### src/rtl/lane_mapper_pkg.sv
// Shared constants and types for the decimated lane frame mapper
package lane_mapper_pkg;
	localparam int SAMPLE_W = 16;
	localparam int FIFO_DEPTH = 16;
	localparam int LANES = 4;
	localparam int DECIM_W = 6;
	// Selector codes packed as {select_a, select_b, select_c}, two bits each
	localparam logic [5:0] SEL_100 = 6'h10;
	localparam logic [5:0] SEL_200 = 6'h20;
	localparam logic [5:0] SEL_110 = 6'h14;
	localparam logic [5:0] SEL_001 = 6'h01;
	// Supported decimation factors
	localparam logic [5:0] DEC_8 = 6'h08;
	localparam logic [5:0] DEC_9 = 6'h09;
	localparam logic [5:0] DEC_10 = 6'h0A;
	localparam logic [5:0] DEC_12 = 6'h0C;
	localparam logic [5:0] DEC_16 = 6'h10;
	localparam logic [5:0] DEC_18 = 6'h12;
	localparam logic [5:0] DEC_20 = 6'h14;
	localparam logic [5:0] DEC_24 = 6'h18;
	localparam logic [5:0] DEC_32 = 6'h20;
	// Largest decimation that still keeps the 20X lane rate legal
	localparam logic [5:0] DEC_MAX_20X = 6'h14;
	localparam logic [5:0] DEC_RESET = 6'h08;
	localparam logic MULT_20X = 1'b0;
	localparam logic MULT_40X = 1'b1;
	// Lane masks and last octet index for frames of 1, 2 and 4 octets
	localparam logic [3:0] MASK_8821 = 4'hF;
	localparam logic [3:0] MASK_4841 = 4'h6;
	localparam logic [3:0] MASK_REAL4 = 4'h3;
	localparam logic [3:0] MASK_REAL2 = 4'h2;
	localparam logic [1:0] LAST_F1 = 2'h0;
	localparam logic [1:0] LAST_F2 = 2'h1;
	localparam logic [1:0] LAST_F4 = 2'h3;

	typedef enum logic [2:0] {
		FMT_NONE, FMT_8821, FMT_4841, FMT_4211, FMT_4222, FMT_2221, FMT_2242
	} lane_format_e;

	// Complex: b1i,b1q,b2i,b2q. Real: b1i is sample 0, b1q is sample 1.
	typedef struct packed {
		logic [SAMPLE_W-1:0] b2q;
		logic [SAMPLE_W-1:0] b2i;
		logic [SAMPLE_W-1:0] b1q;
		logic [SAMPLE_W-1:0] b1i;
	} chan_words_s;

	typedef struct packed {
		chan_words_s chanB;
		chan_words_s chanA;
	} frame_s;

	typedef struct packed {
		logic complexMode;
		logic [1:0] laneFormatSelectA;
		logic [1:0] laneFormatSelectB;
		logic [1:0] laneFormatSelectC;
		logic [DECIM_W-1:0] decim;
	} mode_cfg_s;
endpackage
### src/rtl/decimated_lane_frame_mapper.sv
// Frame mapper placing decimated samples onto two groups of four lanes
//
// Overview of operation
// - Complex mode: two bands, decimation 8 to 32
// - Only formats within lane and sample rates
// - 8821 uses 20X with selectors 1,0,0
// - 4841 uses 40X, only choice above 20
// - 8821 lanes: b1I, b1Q, b2I, b2Q, MSB first
// - 4841 two lanes: band-1 IQ, band-2 IQ
// - Real formats 4211, 4222, 2221, 2242 mapping
// - Group A lanes channel A, group B B
// - Real formats use their listed multiplier, selectors
`timescale 1ns/1ps

module sample_fifo #(
	parameter int WIDTH = 128,
	parameter int DEPTH = 16
) (
	// Clock and reset
	input wire logic clock,
	input wire logic arst_n,
	// Filling side
	input wire logic [WIDTH-1:0] inData,
	input wire logic inValid,
	output logic inReady,
	// Draining side
	output logic [WIDTH-1:0] outData,
	output logic outValid,
	input wire logic outReady
);
	localparam int AW = $clog2(DEPTH);
	logic [WIDTH-1:0] mem [DEPTH];
	logic [AW-1:0] wrPtr_reg, wrPtr_next, rdPtr_reg, rdPtr_next;
	logic [AW:0] count_reg, count_next;
	logic push, pop;
	always_comb begin
		push = inValid && inReady;
		pop = outValid && outReady;
		wrPtr_next = push ? wrPtr_reg + 1'b1 : wrPtr_reg;
		rdPtr_next = pop ? rdPtr_reg + 1'b1 : rdPtr_reg;
		count_next = count_reg + (AW+1)'(push) - (AW+1)'(pop);
	end
	always_ff @(posedge clock or negedge arst_n) begin
		if (!arst_n) begin
			wrPtr_reg <= '0;
			rdPtr_reg <= '0;
			count_reg <= '0;
		end else begin
			wrPtr_reg <= wrPtr_next;
			rdPtr_reg <= rdPtr_next;
			count_reg <= count_next;
		end
	end

	// Storage needs no reset; emptiness is tracked by the count
	always_ff @(posedge clock) begin
		if (push) begin
			mem[wrPtr_reg] <= inData;
		end
	end

	assign inReady = (count_reg != (AW+1)'(DEPTH));
	assign outValid = (count_reg != '0);
	assign outData = mem[rdPtr_reg];
endmodule

module decimated_lane_frame_mapper
	import lane_mapper_pkg::*;
#(
	parameter int FIFO_WORDS = FIFO_DEPTH
) (
	// Clock and reset
	input wire logic clock,
	input wire logic arst_n,
	// Mode configuration, taken only while the link is down
	input wire lane_mapper_pkg::mode_cfg_s modeCfg,
	input wire logic linkDown,
	// Down-converter samples, taken once per decimated sample period
	input wire lane_mapper_pkg::frame_s samples,
	output logic sampleTick,
	output logic sampleReady,
	// Lane side toward the receiver
	input wire logic laneReady,
	output logic [7:0] chanALane0,
	output logic [7:0] chanALane1,
	output logic [7:0] chanALane2,
	output logic [7:0] chanALane3,
	output logic [7:0] chanBLane0,
	output logic [7:0] chanBLane1,
	output logic [7:0] chanBLane2,
	output logic [7:0] chanBLane3,
	output logic [7:0] laneValid,
	output logic frameStart,
	// Status
	output lane_mapper_pkg::lane_format_e activeFormat,
	output logic serMult40x,
	output logic cfgError,
	output logic overflow
);
	import lane_mapper_pkg::*;
	typedef enum logic {ST_IDLE, ST_SEND} send_state_e;
	function automatic logic decimOk(logic [DECIM_W-1:0] d);
		case (d)
			DEC_8, DEC_9, DEC_10, DEC_12, DEC_16, DEC_18, DEC_20, DEC_24, DEC_32:
				decimOk = 1'b1;
			default: decimOk = 1'b0;
		endcase
	endfunction
	function automatic lane_format_e decodeFmt(mode_cfg_s c);
		logic [5:0] sel;
		sel = {c.laneFormatSelectA, c.laneFormatSelectB, c.laneFormatSelectC};
		decodeFmt = FMT_NONE;
		if (c.complexMode) begin
			if (sel == SEL_100) decodeFmt = FMT_8821;
			if (sel == SEL_200) decodeFmt = FMT_4841;
		end else begin
			case (sel)
				SEL_110: decodeFmt = FMT_4211;
				SEL_100: decodeFmt = FMT_4222;
				SEL_001: decodeFmt = FMT_2221;
				SEL_200: decodeFmt = FMT_2242;
				default: decodeFmt = FMT_NONE;
			endcase
		end
	endfunction
	function automatic logic is40x(lane_format_e f);
		is40x = (f == FMT_4841) || (f == FMT_2221) || (f == FMT_2242);
	endfunction
	function automatic logic [3:0] laneMask(lane_format_e f);
		case (f)
			FMT_8821: laneMask = MASK_8821;
			FMT_4841: laneMask = MASK_4841;
			FMT_4211, FMT_4222: laneMask = MASK_REAL4;
			FMT_2221, FMT_2242: laneMask = MASK_REAL2;
			default: laneMask = 4'h0;
		endcase
	endfunction
	function automatic logic [1:0] lastOctet(lane_format_e f);
		case (f)
			FMT_4211: lastOctet = LAST_F1;
			FMT_4841, FMT_2242: lastOctet = LAST_F4;
			default: lastOctet = LAST_F2;
		endcase
	endfunction
	// Octet j of the frame on lane n of one channel
	function automatic logic [7:0] pickOctet(lane_format_e f, chan_words_s w,
			logic [1:0] n, logic [1:0] j);
		logic [63:0] flat;
		logic [1:0] idx;
		logic lower;
		logic [15:0] word;
		flat = w;
		idx = 2'h0;
		lower = j[0];
		case (f)
			FMT_8821: idx = n;
			FMT_4841: idx = {n[1], j[1]};
			FMT_4211: lower = n[0];
			FMT_4222: idx = {1'b0, n[0]};
			FMT_2242: idx = {1'b0, j[1]};
			default: idx = 2'h0;
		endcase
		word = flat[{idx, 4'h0} +: 16];
		pickOctet = lower ? word[7:0] : word[15:8];
	endfunction
	// Configuration, frozen while the link runs
	lane_format_e fmt_reg, fmt_next;
	logic [DECIM_W-1:0] dec_reg, dec_next;
	logic mult_reg, mult_next, err_reg, err_next;
	logic running;
	always_comb begin
		fmt_next = fmt_reg;
		dec_next = dec_reg;
		mult_next = mult_reg;
		err_next = err_reg;
		if (linkDown) begin
			fmt_next = decodeFmt(modeCfg);
			dec_next = modeCfg.decim;
			mult_next = is40x(decodeFmt(modeCfg)) ? MULT_40X : MULT_20X;
			// 20X formats overrun the lane rate above decimation 20
			err_next = !decimOk(modeCfg.decim) || decodeFmt(modeCfg) == FMT_NONE
				|| (!is40x(decodeFmt(modeCfg)) && modeCfg.decim > DEC_MAX_20X);
		end
	end

	always_ff @(posedge clock or negedge arst_n) begin
		if (!arst_n) begin
			fmt_reg <= FMT_NONE;
			dec_reg <= DEC_RESET;
			mult_reg <= MULT_20X;
			err_reg <= 1'b1;
		end else begin
			fmt_reg <= fmt_next;
			dec_reg <= dec_next;
			mult_reg <= mult_next;
			err_reg <= err_next;
		end
	end
	assign running = !linkDown && !err_reg;
	// Decimated sample rate as a one-cycle enable
	logic [DECIM_W-1:0] decCnt_reg, decCnt_next;
	logic tick_reg, tick_next, ovf_reg, ovf_next;
	logic fifoInReady, fifoOutValid, fifoOutReady;
	frame_s fifoOut;
	always_comb begin
		decCnt_next = '0;
		tick_next = 1'b0;
		if (running) begin
			decCnt_next = (decCnt_reg == dec_reg - 1'b1) ? '0 : decCnt_reg + 1'b1;
			tick_next = (decCnt_reg == '0);
		end
		ovf_next = ovf_reg;
		if (linkDown) begin
			ovf_next = 1'b0;
		end
		// Set wins; a frame lost to a full buffer is always reported
		if (running && decCnt_reg == '0 && !fifoInReady) begin
			ovf_next = 1'b1;
		end
	end

	always_ff @(posedge clock or negedge arst_n) begin
		if (!arst_n) begin
			decCnt_reg <= '0;
			tick_reg <= 1'b0;
			ovf_reg <= 1'b0;
		end else begin
			decCnt_reg <= decCnt_next;
			tick_reg <= tick_next;
			ovf_reg <= ovf_next;
		end
	end

	sample_fifo #(
		.WIDTH($bits(frame_s)),
		.DEPTH(FIFO_WORDS)
	) u_fifo (
		.clock(clock),
		.arst_n(arst_n),
		.inData(samples),
		.inValid(running && decCnt_reg == '0),
		.inReady(fifoInReady),
		.outData(fifoOut),
		.outValid(fifoOutValid),
		.outReady(fifoOutReady)
	);
	// Framer: emits one octet per lane per cycle while the receiver is ready
	send_state_e state_reg, state_next;
	frame_s frame_reg, frame_next;
	logic [1:0] oct_reg, oct_next;
	logic [7:0] laneA [LANES];
	logic [7:0] laneB [LANES];
	logic [7:0] lanesA_reg [LANES];
	logic [7:0] lanesB_reg [LANES];
	logic [7:0] valid_reg, valid_next;
	logic start_reg, start_next, rdy_reg, emit, lastOct;
	logic [3:0] activeMask;
	always_comb begin
		state_next = state_reg;
		frame_next = frame_reg;
		oct_next = oct_reg;
		activeMask = laneMask(fmt_reg);
		emit = (state_reg == ST_SEND) && laneReady && running;
		lastOct = (oct_reg == lastOctet(fmt_reg));
		// Link down pops one buffered frame per cycle; a new link sends no stale frames if the link stayed down as many cycles as frames held
		fifoOutReady = linkDown
			|| (running && ((state_reg == ST_IDLE) || (emit && lastOct)));
		case (state_reg)
			ST_IDLE: begin
				if (running && fifoOutValid) begin
					state_next = ST_SEND;
					frame_next = fifoOut;
					oct_next = 2'h0;
				end
			end
			ST_SEND: begin
				if (!running) begin
					state_next = ST_IDLE;
				end else if (emit) begin
					oct_next = oct_reg + 1'b1;
					if (lastOct) begin
						oct_next = 2'h0;
						frame_next = fifoOut;
						state_next = fifoOutValid ? ST_SEND : ST_IDLE;
					end
				end
			end
			default: state_next = ST_IDLE;
		endcase
		for (int n = 0; n < LANES; n++) begin
			// Both groups share one arrangement, each fed its own channel
			laneA[n] = emit && activeMask[n] ?
				pickOctet(fmt_reg, frame_reg.chanA, 2'(n), oct_reg) : 8'h00;
			laneB[n] = emit && activeMask[n] ?
				pickOctet(fmt_reg, frame_reg.chanB, 2'(n), oct_reg) : 8'h00;
		end
		valid_next = emit ? {activeMask, activeMask} : 8'h00;
		start_next = emit && (oct_reg == 2'h0);
	end

	always_ff @(posedge clock or negedge arst_n) begin
		if (!arst_n) begin
			state_reg <= ST_IDLE;
			frame_reg <= '0;
			oct_reg <= 2'h0;
			valid_reg <= 8'h00;
			start_reg <= 1'b0;
			rdy_reg <= 1'b0;
			lanesA_reg <= '{default: 8'h00};
			lanesB_reg <= '{default: 8'h00};
		end else begin
			state_reg <= state_next;
			frame_reg <= frame_next;
			oct_reg <= oct_next;
			valid_reg <= valid_next;
			start_reg <= start_next;
			rdy_reg <= fifoInReady;
			lanesA_reg <= laneA;
			lanesB_reg <= laneB;
		end
	end
	assign chanALane0 = lanesA_reg[0];
	assign chanALane1 = lanesA_reg[1];
	assign chanALane2 = lanesA_reg[2];
	assign chanALane3 = lanesA_reg[3];
	assign chanBLane0 = lanesB_reg[0];
	assign chanBLane1 = lanesB_reg[1];
	assign chanBLane2 = lanesB_reg[2];
	assign chanBLane3 = lanesB_reg[3];
	assign laneValid = valid_reg;
	assign frameStart = start_reg;
	assign sampleTick = tick_reg;
	assign sampleReady = rdy_reg;
	assign activeFormat = fmt_reg;
	assign serMult40x = mult_reg;
	assign cfgError = err_reg;
	assign overflow = ovf_reg;
endmodule

### config.mk
export PLATFORM = sky130hd
export DESIGN_NAME = decimated_lane_frame_mapper
export DESIGN_NICKNAME = d
export VERILOG_FILES = /design/src/rtl/lane_mapper_pkg.sv /design/src/rtl/decimated_lane_frame_mapper.sv
export SDC_FILE = /design/constraint.sdc
export NUM_CORES = 2
export LEC_CHECK = 0
export BUFFER_PORTS_ARGS = -buffer_cell sky130_fd_sc_hd__buf_2
export CELL_PAD_IN_SITES_DETAIL_PLACEMENT = 2
export CELL_PAD_IN_SITES_GLOBAL_PLACEMENT = 2
export CORE_ASPECT_RATIO = 1.5
export CORE_UTILIZATION = 50
export CTS_BUF_LIST = sky130_fd_sc_hd__clkbuf_4 sky130_fd_sc_hd__clkbuf_8 sky130_fd_sc_hd__clkbuf_16
export CTS_CLUSTER_SIZE = 12
export DETAILED_ROUTE_END_ITERATION = 12
export GPL_TIMING_DRIVEN = 0
export PLACE_DENSITY_LB_ADDON = 0.1
export RECOVER_POWER = 25
export SETUP_SLACK_MARGIN = 0.1
export SYNTH_ARGS = -nofsm -noshare
export SYNTH_HDL_FRONTEND = slang
export SYNTH_HIERARCHICAL = 1
export SYNTH_SLANG_ARGS = --single-unit
### constraint.sdc
create_clock -name clock -period 37.9 [get_ports clock]
set_clock_uncertainty 0.05 [all_clocks]
set_input_delay 1.895 -clock clock [delete_from_list [all_inputs] [get_ports clock]]
set_output_delay 1.895 -clock clock [all_outputs]
set_load 0.02 [all_outputs]
==> out/metrics.cfg <==
[clock_tree]
numCtsBuffers = 219
cts_resized = 0
clock_latency_ns = 0.87
clk_pin_slew_ns = 0.06
cts_tree = built
post_cts_buffers = 0
cts_sinks = 2281
h-tree-depth = 4
cts-root-buf = clkbuf_16
holdBufCountCts = 0
cts_max_path_buffers = 3

[global_route]
grt_max_degree = 110
grt-ovfl-total = 0
grt_pass1_wl_um = 446000
antenna_found_initial = 49
grt_pass1_vias = 54804
grtUsageTotal_pct = 36.0

[setup_path]
cp.depth = 16
cp.arrival_ns = 6.40
regToRegStartpoint = cfgError
critical_path_class = in2reg
reg2reg_to = u_fifo/mem[3][58]
crit_path_start_kind = input pin
reg2regPathDepth = 15
critical_path_required_ns = 38.41
worst-path-buf-inv = 12
cp_max_fo = 9
cp_cell_sequence = buf_2 -> nor2_1 -> nand3_1 -> inv_1 -> and2_1 -> clkbuf_1 -> inv_1 -> nor4_2 -> buf_4 -> buf_6 -> buf_4 -> buf_4 -> buf_4 -> buf_4 -> buf_4 -> buf_4
slowest_stage = nor4_2
cpLargestDelayFamily = buffers and inverters
regToRegSetupSlack_ns = 32.83
crit_path_max_incr_delay_ns = 0.85
cpMostUsedCell = buf_4
crit_path_end_kind = flip-flop

[sta]
hold-worst-slack_ns = 0.472
rsz0062_at_grt = false
tightestPinTransition_ns = 1.61
min_period_ns = 5.90
setup_viol = 0
timing.final.crit_share_pct = 15.6
hold_viol = 0
slew_violations = 11
slew_headroom_pct = -7.24
tns_ns = 0
max_freq_mhz = 170
layout_setup_ws_ns = 32.00

[synth]
yosys_warnings = 6
seq_area_frac_synth_pct = 75.5
yosys.cell_types.count = 61
ys_dominant_reg_cell = edfxtp_1
synth_edf_count = 2048
synthesis.instances = 4424
syn-num-nets = 4586
syn_avg_cell_area_um2 = 20.1
async_reset_ff_share_pct = 10.2
synthesis.area_um2 = 89100
synth_seq_cells = 2281

[detailed_routing]
drt_iter0_markers = 5543
wl_per_cell_um = 43.3
final_antenna_net_count = 0
vias = 51133
routed_wl_um = 325000
firstDrtPassIters = 6
via_per_inst = 6.82
drc = 0

[hold_path]
hp-start = frame_reg[32]
min_to = frame_reg[32]
hp-class = reg2reg
min_path_cells = 1

[layout]
drive_gt1_share_pct = 26.7
fill_cells = 14548
largest_register_ffs = 2048
final_common_cell = edfxtp_1
final_cell_mix = edfxtp_1, mux2i_1, mux4_2
syn_to_final_growth_pct = 14.5
fin_nets = 5190
fin_util_pct = 57.7

[floorplan]
die_h_um = 519
fp-row-count = 189
die_area_um2 = 180000
ios = 226
start_util_pct = 50.4
coreArea_um2 = 177000
die-width_um = 347

[power_and_ir_drop]
p_switching_mw = 2.49
power.leakage_nw = 35.7
seqPwrFrac_pct = 38.9
pwr-share-comb_pct = 30.5
power_density_nw_per_um2 = 70.4
ir_drop_mv = 0.0471
p_sw_share_pct = 34.7
pwr-share-clk_pct = 30.5
p_int_mw = 4.69

[status]
violations = max-capacitance violations, max-slew violations
outcome = finished, violations left

[placement]
post-place-ws_ns = 31.30
gp_congestion = 0.784
hpwl_um = 208000
io_buffers = 224

[run]
maxCapViolations = 1

[logic make-up (layout without fill, tap and decap cells)]
kind of cell	count (synthesis)	count (layout)	synth area share, %
flip-flops	2281	2281	75.5
multiplexers	968	968	15.5
AO/OA/AOI/OAI	571	571	5.18
buffers and inverters	286	1051	1.84
AND/OR/NAND/NOR	276	276	1.49
XOR/XNOR	25	25	0.246
adder cells (fa/ha/maj)	17	17	0.247
other	0	19	0
[final cells by class]
cell class	count	area, um^2	share of cell area [%]
Buffer	255	1520	1.49
Tap cell	2292	2870	2.81
Sequential cell	2281	67300	66.0
Antenna cell	19	47.5	0.0466
Clock inverter	30	239	0.234
Multi-Input combinational cell	1857	20300	19.8
Inverter	31	116	0.114
Timing Repair Buffer	383	3060	3.00
Clock buffer	352	6640	6.50
[power groups by stage]
stage          combinational, mW  sequential (mW)  clock (mW)
2_1_floorplan               1.23             2.83           0
3_3_place_gp                2.01             2.84           0
3_5_place_dp                2.11             2.85           0
4_1_cts                     2.17             2.80        2.21
5_1_grt                     2.23             2.80        2.28
6_report                    2.19             2.80        2.19
[how the worst max path moves through the flow]
stage,slack [ns],to,start
2_1_floorplan,21.99,u_fifo/mem[0][0],linkDown
3_3_place_gp,3.59,u_fifo/mem[2][51],linkDown
3_5_place_dp,31.30,u_fifo/mem[3][51],linkDown
4_1_cts,32.11,u_fifo/mem[3][58],linkDown
5_1_grt,31.95,u_fifo/mem[3][58],linkDown
6_report,32.00,u_fifo/mem[3][58],linkDown
[per-layer routing]
metal | vias to the layer above | part of all wire [%] | GRT usage [%]
met4 | 32 | 5.9 | 19.0
met5 | - | 0.071 | 0
met1 | 27761 | 35 | 42.8
li1 | 19476 | - | -
met3 | 850 | 7.3 | 6.31
met2 | 3014 | 51 | 62.3
[stage by stage]
step	instance area, um^2	cells	power [mW]
after floorplan	89100	4424	4.07
final	102000	7500	7.19
after global placement	93100	6940	4.86
after CTS	102000	7481	7.18
after detailed placement	95300	7099	4.96
after global routing	102000	7485	7.31
[synthesized netlist by cell type (11+ instances only)]
cell      number  area, um^2
and2_1        28         175
ha_1          16         200
mux2_2       125        1410
nor2b_1       36         225
mux4_2       311        7000
nand3_1       11        55.1
buf_4         19         143
nand2_1      144         541
a22oi_1      125         938
a221oi_2      68        1020
inv_1         29         109
o21ai_0      149         746
mux2i_1      522        5230
clkbuf_1      83         312
buf_12        11         220
a221oi_1     182        1590
nor3_1        13        65.1
xnor2_1       15         131
a21oi_1       23         115
nor2_1        17        63.8
buf_6         22         248
dfrtp_1      231        5780
edfxtp_1    2048       61500
buf_2        118         591
(Power assumes the default switching activity.)
